--- src/hdl/dsoc_consts.vh ---
// Constants for the drive stop option control block
`ifndef DSOC_CONSTS_VH
`define DSOC_CONSTS_VH

// Object dictionary indexes and sub-indexes
`define DSOC_IDX_QS_DECEL      16'h604A
`define DSOC_SUB_QS_SPEED      8'h01
`define DSOC_SUB_QS_TIME       8'h02
`define DSOC_IDX_QS_CODE       16'h605A
`define DSOC_IDX_SD_CODE       16'h605B
`define DSOC_IDX_DO_CODE       16'h605C
`define DSOC_SUB_ZERO          8'h00

// Reset values
`define DSOC_RST_QS_TIME       16'h0001
`define DSOC_RST_QS_CODE       16'h0006
`define DSOC_RST_SD_CODE       16'h0000
`define DSOC_RST_DO_CODE       16'h0001

// Range limits
`define DSOC_MIN_SPEED         32'h0000_0001
`define DSOC_MIN_TIME          16'h0001

// Option codes
`define DSOC_CODE_DISABLE      16'h0000
`define DSOC_CODE_SLOW_DIS     16'h0001
`define DSOC_CODE_QUICK_DIS    16'h0002
`define DSOC_CODE_SLOW_STAY    16'h0005
`define DSOC_CODE_QUICK_STAY   16'h0006

// Stop actions
`define DSOC_ACT_NONE          2'h0
`define DSOC_ACT_DISABLE       2'h1
`define DSOC_ACT_SLOW_RAMP     2'h2
`define DSOC_ACT_QUICK_RAMP    2'h3

`endif

--- src/hdl/dsoc_code_reg.v ---
// One option code register with a value filter and a reset default
`timescale 1ns/100ps
`include "dsoc_consts.vh"
module dsoc_code_reg #(
  parameter [15:0] RESET_VALUE = 16'h0000,
  parameter [15:0] MAX_VALID   = `DSOC_CODE_SLOW_DIS,
  parameter        ALLOW_FIVE  = 0
) (
  input  wire        clk,
  input  wire        reset_n,
  input  wire        write_en,
  input  wire [15:0] write_data,
  output reg  [15:0] code,
  output wire        accepted
);

  wire [15:0] max_code;
  wire        stay_code;

  assign max_code  = MAX_VALID;
  assign stay_code = (ALLOW_FIVE != 0) &&
                     ((write_data == `DSOC_CODE_SLOW_STAY) ||
                      (write_data == `DSOC_CODE_QUICK_STAY));
  // Negative, unsupported and reserved codes are refused
  assign accepted = (write_data[15] == 1'b0) &&
                    ((write_data <= max_code) || stay_code); // RQ6

  always @(posedge clk or negedge reset_n) begin
    if (!reset_n) begin
      code <= RESET_VALUE;
    end else if (write_en && accepted) begin
      code <= write_data;
    end
  end

endmodule

--- src/hdl/dsoc_action_map.v ---
// Maps an option code to the stop action and the end behaviour
`timescale 1ns/100ps
`include "dsoc_consts.vh"
module dsoc_action_map (
  input  wire [15:0] code,
  output reg  [1:0]  action,
  output reg         stay
);

  always @* begin
    action = `DSOC_ACT_NONE;
    stay   = 1'b0;
    case (code)
      `DSOC_CODE_DISABLE: begin
        action = `DSOC_ACT_DISABLE; // RQ3
      end
      `DSOC_CODE_SLOW_DIS: begin
        action = `DSOC_ACT_SLOW_RAMP; // RQ4
      end
      `DSOC_CODE_QUICK_DIS: begin
        action = `DSOC_ACT_QUICK_RAMP; // RQ4
      end
      `DSOC_CODE_SLOW_STAY: begin
        action = `DSOC_ACT_SLOW_RAMP; // RQ5
        stay   = 1'b1;
      end
      `DSOC_CODE_QUICK_STAY: begin
        action = `DSOC_ACT_QUICK_RAMP; // RQ5
        stay   = 1'b1;
      end
      default: begin
        action = `DSOC_ACT_NONE;
      end
    endcase
  end

endmodule

--- src/hdl/dsoc_top.v ---
// Drive stop option control: dictionary entries and stop selection
//
// Functional notes
// RQ1 - Quick-stop delta speed, 32-bit, range 1 to motor max, defaults max.
// RQ2 - Quick-stop delta time, 16-bit seconds, range 1 to 65535, default 1.
// RQ3 - Quick-stop code, signed 16-bit, default 6; code 0 disables at once.
// RQ4 - Quick-stop 1: slow-down ramp then disable; 2: quick ramp then disable.
// RQ5 - Quick-stop 5 and 6: ramp then remain in quick-stop state.
// RQ6 - Writes of unsupported or reserved codes refused; old code kept.
// RQ7 - Shutdown code used leaving operation enabled downward; default 0.
// RQ8 - Shutdown 0 disables at once; 1 slow ramp then disable; 2 reserved.
// RQ9 - Disable-operation code used going to switched on; default 1.
// RQ10 - Disable-op 0 disables at once; 1 slow ramp first; 2 reserved.
`timescale 1ns/100ps
`include "dsoc_consts.vh"
module dsoc_top #(
  parameter [31:0] MOTOR_MAX_SPEED = 32'h0000_0BB8
) (
  input  wire        clk,
  input  wire        reset_n,
  input  wire        od_write,
  input  wire        od_read,
  input  wire [15:0] od_index,
  input  wire [7:0]  od_subindex,
  input  wire [31:0] od_wdata,
  output reg  [31:0] od_rdata,
  output reg         od_ack,
  output reg         od_error,
  input  wire        quick_stop_cmd,
  input  wire        shutdown_cmd,
  input  wire        disable_op_cmd,
  input  wire        ramp_done,
  output reg  [1:0]  stop_action,
  output reg         stop_stay,
  output reg         stop_valid,
  output wire [31:0] quickstop_decel_delta_speed,
  output wire [15:0] quickstop_decel_delta_time,
  output wire [15:0] quickstop_reaction_code
);

  ////////////////////////////////////////////////////////////////////////
  // Address decode

  reg  [31:0] speed_reg;
  reg  [15:0] time_reg;
  wire [15:0] shutdown_reaction_code;
  wire [15:0] disable_op_reaction_code;
  wire        od_req;
  wire        idx_decel;
  wire        idx_qs;
  wire        idx_sd;
  wire        idx_do;
  wire        sub_zero;
  reg         hit_speed;
  reg         hit_time;
  reg         hit_qs;
  reg         hit_sd;
  reg         hit_do;
  wire        speed_ok;
  wire        time_ok;
  wire        qs_ok;
  wire        sd_ok;
  wire        do_ok;
  wire        sext_ok;
  wire        wr_speed_en;
  wire        wr_time_en;
  wire        wr_qs_en;
  wire        wr_sd_en;
  wire        wr_do_en;

  assign od_req    = od_write || od_read;
  assign idx_decel = (od_index == `DSOC_IDX_QS_DECEL);
  assign idx_qs    = (od_index == `DSOC_IDX_QS_CODE);
  assign idx_sd    = (od_index == `DSOC_IDX_SD_CODE);
  assign idx_do    = (od_index == `DSOC_IDX_DO_CODE);
  assign sub_zero  = (od_subindex == `DSOC_SUB_ZERO);

  always @* begin
    hit_speed = 1'b0;
    hit_time  = 1'b0;
    hit_qs    = 1'b0;
    hit_sd    = 1'b0;
    hit_do    = 1'b0;
    if (idx_decel && od_subindex == `DSOC_SUB_QS_SPEED) begin
      hit_speed = 1'b1;
    end else if (idx_decel && od_subindex == `DSOC_SUB_QS_TIME) begin
      hit_time = 1'b1;
    end else if (idx_qs && sub_zero) begin
      hit_qs = 1'b1;
    end else if (idx_sd && sub_zero) begin
      hit_sd = 1'b1;
    end else if (idx_do && sub_zero) begin
      hit_do = 1'b1;
    end
  end

  ////////////////////////////////////////////////////////////////////////
  // Write enables

  // A code word whose upper half is no sign extension never lands
  assign sext_ok     = (od_wdata[31:16] == {16{od_wdata[15]}});
  assign wr_speed_en = od_write && hit_speed;
  assign wr_time_en  = od_write && hit_time;
  assign wr_qs_en    = od_write && hit_qs && sext_ok;
  assign wr_sd_en    = od_write && hit_sd && sext_ok;
  assign wr_do_en    = od_write && hit_do && sext_ok;

  ////////////////////////////////////////////////////////////////////////
  // Ramp pair storage

  assign speed_ok = (od_wdata >= `DSOC_MIN_SPEED) &&
                    (od_wdata <= MOTOR_MAX_SPEED); // RQ1
  assign time_ok  = (od_wdata[15:0] >= `DSOC_MIN_TIME) &&
                    (od_wdata[31:16] == 16'h0000); // RQ2

  always @(posedge clk or negedge reset_n) begin
    if (!reset_n) begin
      speed_reg <= MOTOR_MAX_SPEED; // RQ1
      time_reg  <= `DSOC_RST_QS_TIME; // RQ2
    end else begin
      if (wr_speed_en && speed_ok) begin
        speed_reg <= od_wdata; // RQ1
      end
      if (wr_time_en && time_ok) begin
        time_reg <= od_wdata[15:0]; // RQ2
      end
    end
  end

  assign quickstop_decel_delta_speed = speed_reg;
  assign quickstop_decel_delta_time  = time_reg;

  ////////////////////////////////////////////////////////////////////////
  // Option code registers

  // Quick stop accepts 0..2 and 5..6
  dsoc_code_reg #(
    .RESET_VALUE (`DSOC_RST_QS_CODE),
    .MAX_VALID   (`DSOC_CODE_QUICK_DIS),
    .ALLOW_FIVE  (1)
  ) u_qs_code (
    .clk        (clk),
    .reset_n    (reset_n),
    .write_en   (wr_qs_en),
    .write_data (od_wdata[15:0]),
    .code       (quickstop_reaction_code),
    .accepted   (qs_ok)
  ); // RQ3

  dsoc_code_reg #(
    .RESET_VALUE (`DSOC_RST_SD_CODE),
    .MAX_VALID   (`DSOC_CODE_SLOW_DIS),
    .ALLOW_FIVE  (0)
  ) u_sd_code (
    .clk        (clk),
    .reset_n    (reset_n),
    .write_en   (wr_sd_en),
    .write_data (od_wdata[15:0]),
    .code       (shutdown_reaction_code),
    .accepted   (sd_ok)
  ); // RQ7

  dsoc_code_reg #(
    .RESET_VALUE (`DSOC_RST_DO_CODE),
    .MAX_VALID   (`DSOC_CODE_SLOW_DIS),
    .ALLOW_FIVE  (0)
  ) u_do_code (
    .clk        (clk),
    .reset_n    (reset_n),
    .write_en   (wr_do_en),
    .write_data (od_wdata[15:0]),
    .code       (disable_op_reaction_code),
    .accepted   (do_ok)
  ); // RQ9

  ////////////////////////////////////////////////////////////////////////
  // Access answer, one cycle after the request

  reg         next_error;
  reg  [31:0] next_rdata;
  wire [31:0] qs_code_ext;
  wire [31:0] sd_code_ext;
  wire [31:0] do_code_ext;

  // Codes read back sign-extended, the form in which they are written
  assign qs_code_ext = {{16{quickstop_reaction_code[15]}},
                        quickstop_reaction_code};
  assign sd_code_ext = {{16{shutdown_reaction_code[15]}},
                        shutdown_reaction_code};
  assign do_code_ext = {{16{disable_op_reaction_code[15]}},
                        disable_op_reaction_code};

  // Refused writes keep the stored value and only raise od_error
  always @* begin
    next_error = 1'b0;
    next_rdata = od_rdata;
    if (hit_speed) begin
      next_rdata = speed_reg;
      next_error = od_write && !speed_ok;
    end else if (hit_time) begin
      next_rdata = {16'h0000, time_reg};
      next_error = od_write && !time_ok;
    end else if (hit_qs) begin
      next_rdata = qs_code_ext;
      next_error = od_write && !(qs_ok && sext_ok); // RQ6
    end else if (hit_sd) begin
      next_rdata = sd_code_ext;
      next_error = od_write && !(sd_ok && sext_ok); // RQ6
    end else if (hit_do) begin
      next_rdata = do_code_ext;
      next_error = od_write && !(do_ok && sext_ok); // RQ6
    end else begin
      next_rdata = 32'h0000_0000;
      next_error = 1'b1;
    end
  end

  always @(posedge clk or negedge reset_n) begin
    if (!reset_n) begin
      od_rdata <= 32'h0000_0000;
      od_ack   <= 1'b0;
      od_error <= 1'b0;
    end else begin
      od_ack <= od_req;
      // Read data holds until the next read; a write leaves it alone
      if (od_req) begin
        od_error <= next_error;
        if (od_read) begin
          od_rdata <= next_rdata;
        end
      end else begin
        od_error <= 1'b0;
      end
    end
  end

  ////////////////////////////////////////////////////////////////////////
  // Stop selection

  wire [1:0] qs_action;
  wire       qs_stay;
  wire [1:0] sd_action;
  wire [1:0] do_action;
  reg  [1:0] next_action;
  reg        next_stay;
  reg        next_valid;
  wire       in_ramp;
  wire       ramp_ends;

  dsoc_action_map u_qs_map (
    .code   (quickstop_reaction_code),
    .action (qs_action),
    .stay   (qs_stay)
  );

  dsoc_action_map u_sd_map (
    .code   (shutdown_reaction_code),
    .action (sd_action),
    .stay   ()
  );

  dsoc_action_map u_do_map (
    .code   (disable_op_reaction_code),
    .action (do_action),
    .stay   ()
  );

  // Stay codes keep their ramp; leaving quick stop is up to the drive
  assign in_ramp   = (stop_action == `DSOC_ACT_SLOW_RAMP) ||
                     (stop_action == `DSOC_ACT_QUICK_RAMP);
  assign ramp_ends = stop_valid && ramp_done && !stop_stay && in_ramp;

  // Quick stop has priority; a ramp ends in disable unless told to stay
  always @* begin
    next_action = stop_action;
    next_stay   = stop_stay;
    next_valid  = stop_valid;
    if (quick_stop_cmd) begin
      next_action = qs_action; // RQ3
      next_stay   = qs_stay; // RQ5
      next_valid  = 1'b1;
    end else if (shutdown_cmd) begin
      next_action = sd_action; // RQ8
      next_stay   = 1'b0;
      next_valid  = 1'b1; // RQ7
    end else if (disable_op_cmd) begin
      next_action = do_action; // RQ10
      next_stay   = 1'b0;
      next_valid  = 1'b1; // RQ9
    end else if (ramp_ends) begin
      next_action = `DSOC_ACT_DISABLE; // RQ4
    end
  end

  always @(posedge clk or negedge reset_n) begin
    if (!reset_n) begin
      stop_action <= `DSOC_ACT_NONE;
      stop_stay   <= 1'b0;
      stop_valid  <= 1'b0;
    end else begin
      stop_action <= next_action;
      stop_stay   <= next_stay;
      stop_valid  <= next_valid;
    end
  end

endmodule

--- config.mk ---
export PLATFORM = sky130hd
export DESIGN_NAME = dsoc_top
export DESIGN_NICKNAME = d
export VERILOG_FILES = /design/src/hdl/dsoc_code_reg.v /design/src/hdl/dsoc_action_map.v /design/src/hdl/dsoc_top.v
export VERILOG_INCLUDE_DIRS = /design/src /design/src/hdl
export SDC_FILE = /design/constraint.sdc
export NUM_CORES = 1
export LEC_CHECK = 0
export BUFFER_PORTS_ARGS = -buffer_cell sky130_fd_sc_hd__buf_4
export CAP_MARGIN = 10
export CORE_MARGIN = 4
export CORE_UTILIZATION = 35
export DETAILED_ROUTE_END_ITERATION = 16
export SYNTH_ARGS = -nofsm -noshare
export SYNTH_HDL_FRONTEND = slang
export SYNTH_HIERARCHICAL = 1
export SYNTH_SLANG_ARGS = --single-unit
--- constraint.sdc ---
create_clock -name clk -period 2.4 [get_ports clk]
set_clock_uncertainty 0.1 [all_clocks]
set_input_delay 0.36 -clock clk [delete_from_list [all_inputs] [get_ports clk]]
set_output_delay 0.36 -clock clk [all_outputs]
set_load 0.01 [all_outputs]
-- Word-level counts from Yosys, hierarchy flattened
Cells that the tools add are included.
- magnitude comparators: 5
- equal/unequal tests: 23
- mux-type cells: 40
- bitwise operators: 1
- reductions and logical operators: 55
- operators by type and width (operator ; number):
    two-way mux 32 bit ; 5
    equality test 16 x 3 -> 1 bit (second input constant) ; 8
    equality test 16 x 15 -> 1 bit (second input constant) ; 4
    logical NOT 16 bit ; 4
    equality test 16 x 1 -> 1 bit (second input constant) ; 3
    equality test 16 x 2 -> 1 bit (second input constant) ; 3
    greater-or-equal comparator 32 x 1 -> 1 bit (second input constant) ; 1
    <= comparator 32 x 12 -> 1 bit (second input constant) ; 1
    logical AND 1 bit ; 31
    two-way mux 1 bit ; 28
    case mux 2 bit (3 select lines) ; 3
    equality test 16 bit ; 1
    greater-or-equal comparator 16 x 1 -> 1 bit (second input constant) ; 1
    <= comparator 16 x 1 -> 1 bit (second input constant) ; 1
    <= comparator 16 x 2 -> 1 bit (second input constant) ; 1
    OR reduction 2 bit ; 7
    equality test 8 x 1 -> 1 bit (second input constant) ; 1
    equality test 8 x 2 -> 1 bit (second input constant) ; 1
    logical NOT 8 bit ; 1
    two-way mux 2 bit ; 4
    logical NOT 1 bit ; 5
    equality test 2 bit (second input constant) ; 2
    logical OR 1 bit ; 4
    nonzero test 4 bit ; 1
    other kinds (3) ; 3
- register bits: 134
- output and inout port bits: 102
- logic and storage cells: 135

-- Longest topological paths before layout
- depth after elaboration: 13
- depth in mapped cells: 11
- depth with buffers taken out: 8

-- Cells and area by module
Netlist, hierarchy kept.
- by module, submodules not included (module ; instances ; cells each ; area each (um2)):
    dsoc_top ; 1 ; 385 ; 4270.3
    dsoc_code_reg (u_qs_code) ; 1 ; 41 ; 655.6
    dsoc_code_reg (u_do_code) ; 1 ; 41 ; 571.8
    dsoc_code_reg (u_sd_code) ; 1 ; 41 ; 570.5
    dsoc_action_map ; 3 ; 13 ; 73.8

-- Least setup slack after synthesis
No wires, ideal clock.
- kind: input port to flip-flop
- from: in od_subindex[6]
- to: reg u_do_code.code[0]
- arrival: 2.949 ns
- slack: -0.733 ns
- stages on the path: 10
- buffers on the path: 2
- path through: or4b_1 -> or4_1 -> buf_2 -> nor3_1 -> nand3_1 -> nor3b_1 -> nor4b_1 -> and4_1 -> buf_4 -> mux2_1
- cells in the longest elaborated chain, start to end: 10
- ends and longest elaborated chain (element ; line ; RTL):
    start: declaration ; dsoc_top.v:24 ; input wire [7:0] od_subindex,
    logical NOT 8 bit (no source line) ; n/a ;
    logical AND 1 bit ; dsoc_top.v:92 ; end else if (idx_do && sub_zero) begin
    two-way mux 1 bit ; dsoc_top.v:92 ;
    two-way mux 1 bit ; dsoc_top.v:90 ; end else if (idx_sd && sub_zero) begin
    two-way mux 1 bit ; dsoc_top.v:88 ; end else if (idx_qs && sub_zero) begin
    two-way mux 1 bit ; dsoc_top.v:86 ; end else if (idx_decel && od_subindex == `DSOC_SUB_QS_TIME) begin
    two-way mux 1 bit * ; dsoc_top.v:84 ; if (idx_decel && od_subindex == `DSOC_SUB_QS_SPEED) begin
    logical AND 1 bit * (2 in a row) ; dsoc_top.v:106 ; assign wr_do_en = od_write && hit_do && sext_ok;
    named net wr_do_en ; dsoc_top.v:69 ; wire wr_do_en;
    logical AND 1 bit * ; dsoc_code_reg.v:31 ; end else if (write_en && accepted) begin
    end signal: assignment ; dsoc_code_reg.v:32 ; code <= write_data;
    end: declaration ; dsoc_code_reg.v:13 ; output reg [15:0] code,
The timed path passes the listed nets; every way through them passes the cells marked *.
A chain may end at the register's enable or synchronous reset.

-- Final worst setup path
Same ends and word-level chain as after synthesis.

==> impl_metrics.csv <==
group,metric,value,unit
synthesis,yosysWarnings,6,
global_route,grt_pass1_vias,5316,
synthesis,syn-cell-area,0.00627,mm2
clock_network,clk_pin_slew,0.06,ns
floorplan,boundaryPins,166,
timing,rsz0062_at_grt,"true",
power_and_ir_drop,switching_share,22.5,%
run_status,violations,"negative hold slack, negative setup slack",
setup_path,slowest_stage,"or4_4",
global_route,grt_use_met1,27.3,%
synthesis,synthCells,543,
drt,wl_per_cell,20.2,um
drt,vias,5297,
timing,finalCritPeriodShare,103,%
setup_path,crit-reg2reg-capture,"stop_action[0]",
setup_path,rr_worst_depth,7,
power_and_ir_drop,p_per_area,608,mW/mm2
floorplan,die_w,142,um
setup_path,reg2reg_slack,0.39,ns
timing,clock.fmax,405,MHz
global_route,busiest_layer,"met2",
global_route,met3_usage,5.70,%
power_and_ir_drop,intPower,4.17,mW
timing,hold_viol,52,
drt,ant_nets,0,
place,dp_hpwl,14100,um
timing,setup_ws,-0.0719,ns
power_and_ir_drop,leakage,4.36,nW
drt,drc,0,
global_route,grt_pass1_wl,30400,um
clock_network,cts_tree,"yes",
finish,drive_gt1_share,44.6,%
timing,finalSetupViolCount,45,
finish,nets,797,
power_and_ir_drop,net-switching-power,1.21,mW
run_status,status,"complete, but fails checks",
clock_network,htreeDepth,4,
setup_path,cp.required,2.65,ns
clock_network,ctsRootBufferMaster,"clkbuf_16",
power_and_ir_drop,combPwrFrac,7.3,%
timing,drv_slew,0,
setup_path,r2r-start,"u_do_code/code[5]",
finish,syn_to_final_growth,41.2,%
setup_path,path_max_fanout,2,
timing,tightest_slew,0.726,ns
drt,first_iter_violations,349,
clock_network,cts_buffers,17,
timing,fin_hold_ws,-0.0502,ns
power_and_ir_drop,peakVddDrop,0.495,mV
setup_path,crit_path_end_kind,"flip-flop",
synthesis,synth.avg_cell_area,11.6,um2
setup_path,critPathLaunchType,"input port",
power_and_ir_drop,p_seq_share,42.7,%
drt,dr.pass1.iters,5,
setup_path,path_cells,"buf_6, or4b_4, or4_4, nor3_4, nand3_2, nor3b_2, nor4b_2, and4_4, mux2_4",
global_route,antenna_found_initial,0,
floorplan,die_h,142,um
timing,slew_headroom,51.6,%
clock_network,cts_max_path_buffers,2,
clock_network,clk_latency,0.42,ns
global_route,globalRouteTotalUtil,19.5,%
finish,finish.utilization,50.8,%
finish,num_antenna_cells,0,
worst_hold_path,hp-class,"in2async",
global_route,use_met2,29.8,%
floorplan,row_count,48,
drt,drt_wl_total,19600,um
setup_path,crit_path_max_incr_delay,0.53,ns
drt,via_per_inst,5.46,
floorplan,coreArea,0.0174,mm2
power_and_ir_drop,p_clk_share,50.1,%
place,port_buffers,165,
timing,fin_crit,2.47,ns
power_and_ir_drop,power,5.38,mW
clock_network,clkSinkCount,134,
place,gp_congestion,0.882,
global_route,grt_overflow,0,
setup_path,worst_ep_arrival_time,2.72,ns
setup_path,cp-startpoint,"od_subindex[6]",
floorplan,die-area,0.0201,mm2
global_route,grt_max_degree,135,
floorplan,initial_core_util,36.0,%
synthesis,synth_nets,607,
flow_run,max-cap-violations,0,
setup_path,criticalPathCategory,"in2reg",
## layout make-up
cell class / count / area (um2)
clock buffer: 21 / 470
clock inverter: 11 / 149
fill: 1540 / 8560
inverter: 8 / 30.0
multi-input combinational: 368 / 2880
sequential: 134 / 3370
tap: 225 / 282
timing repair buffer: 204 / 1680
## worst max-delay path by stage
| stage | end | cells past startpoint |
|---|---|---|
| after floorplan | u_do_code/code[0] | 10 |
| after global placement | u_do_code/code[0] | 9 |
| after detailed placement | u_do_code/code[7] | 10 |
| after CTS | u_do_code/code[0] | 9 |
| after global routing | u_sd_code/code[8] | 11 |
| final | u_do_code/code[0] | 9 |
## worst max-delay path, delay by kind of cell
family / cells / cell delay (ns)
buf+inv: 1 / 0.09
mux: 1 / 0.30
simple gates: 7 / 1.96
## layout by cell type, fill, tap and decap left out, types with 15 or more instances in the layout
master / instances
nand2_1: 36
a21oi_1: 35
and2_1: 24
buf_4: 190
mux2_2: 19
a22oi_1: 17
a2bb2oi_1: 15
dfrtp_1: 123
nor4_1: 22
clkbuf_16: 18
mux2_4: 15
nor2b_1: 52
o221ai_1: 16
## per-stage QoR
stage / hold slack (ns) / TNS, ns / setup slack (ns) / std cells / cell area, um2
after floorplan: -0.0356 / -16.26 / -0.506 / 543 / 6430
after global placement: 0.387 / -43.33 / -0.600 / 936 / 8130
after detailed placement: 0.397 / -46.30 / -0.630 / 936 / 8130
after CTS: 0.00199 / -0.0620 / -0.0275 / 968 / 8790
after global routing: 0.0124 / -3.89 / -0.137 / 971 / 8850
final: -0.0502 / -1.34 / -0.0719 / 971 / 8850
## routing by layer
metal	vias up	share of wire [%]
li1	2412	-
met1	2654	45
met2	205	46
met3	26	7.2
met4	0	1.6
met5	-	0
## state kept, by name (all words and copies together), names as in the netlist, 2 cells and up
name and flops:
u_qs_code/code 16, u_do_code/code 16, stop_action 2, u_sd_code/code 16, od_rdata 32, quickstop_decel_delta_speed 32
quickstop_decel_delta_time 16
## what timing repair did
action,CTS,global route
hold buffers,0,0
gates resized for setup,10,6
pin swaps,0,0
endpoints found under the setup margin,48,47
cloned,0,1
buffers inserted,0,2
## power groups by stage
stage | sequential, mW | combinational, mW | clock, mW
final | 2.30 | 0.391 | 2.70
after global routing | 2.30 | 0.424 | 2.85
after CTS | 2.30 | 0.394 | 2.75
after detailed placement | 2.34 | 0.390 | 0
after global placement | 2.34 | 0.382 | 0
after floorplan | 2.34 | 0.123 | 0
Power figures use the tool's default switching activity.
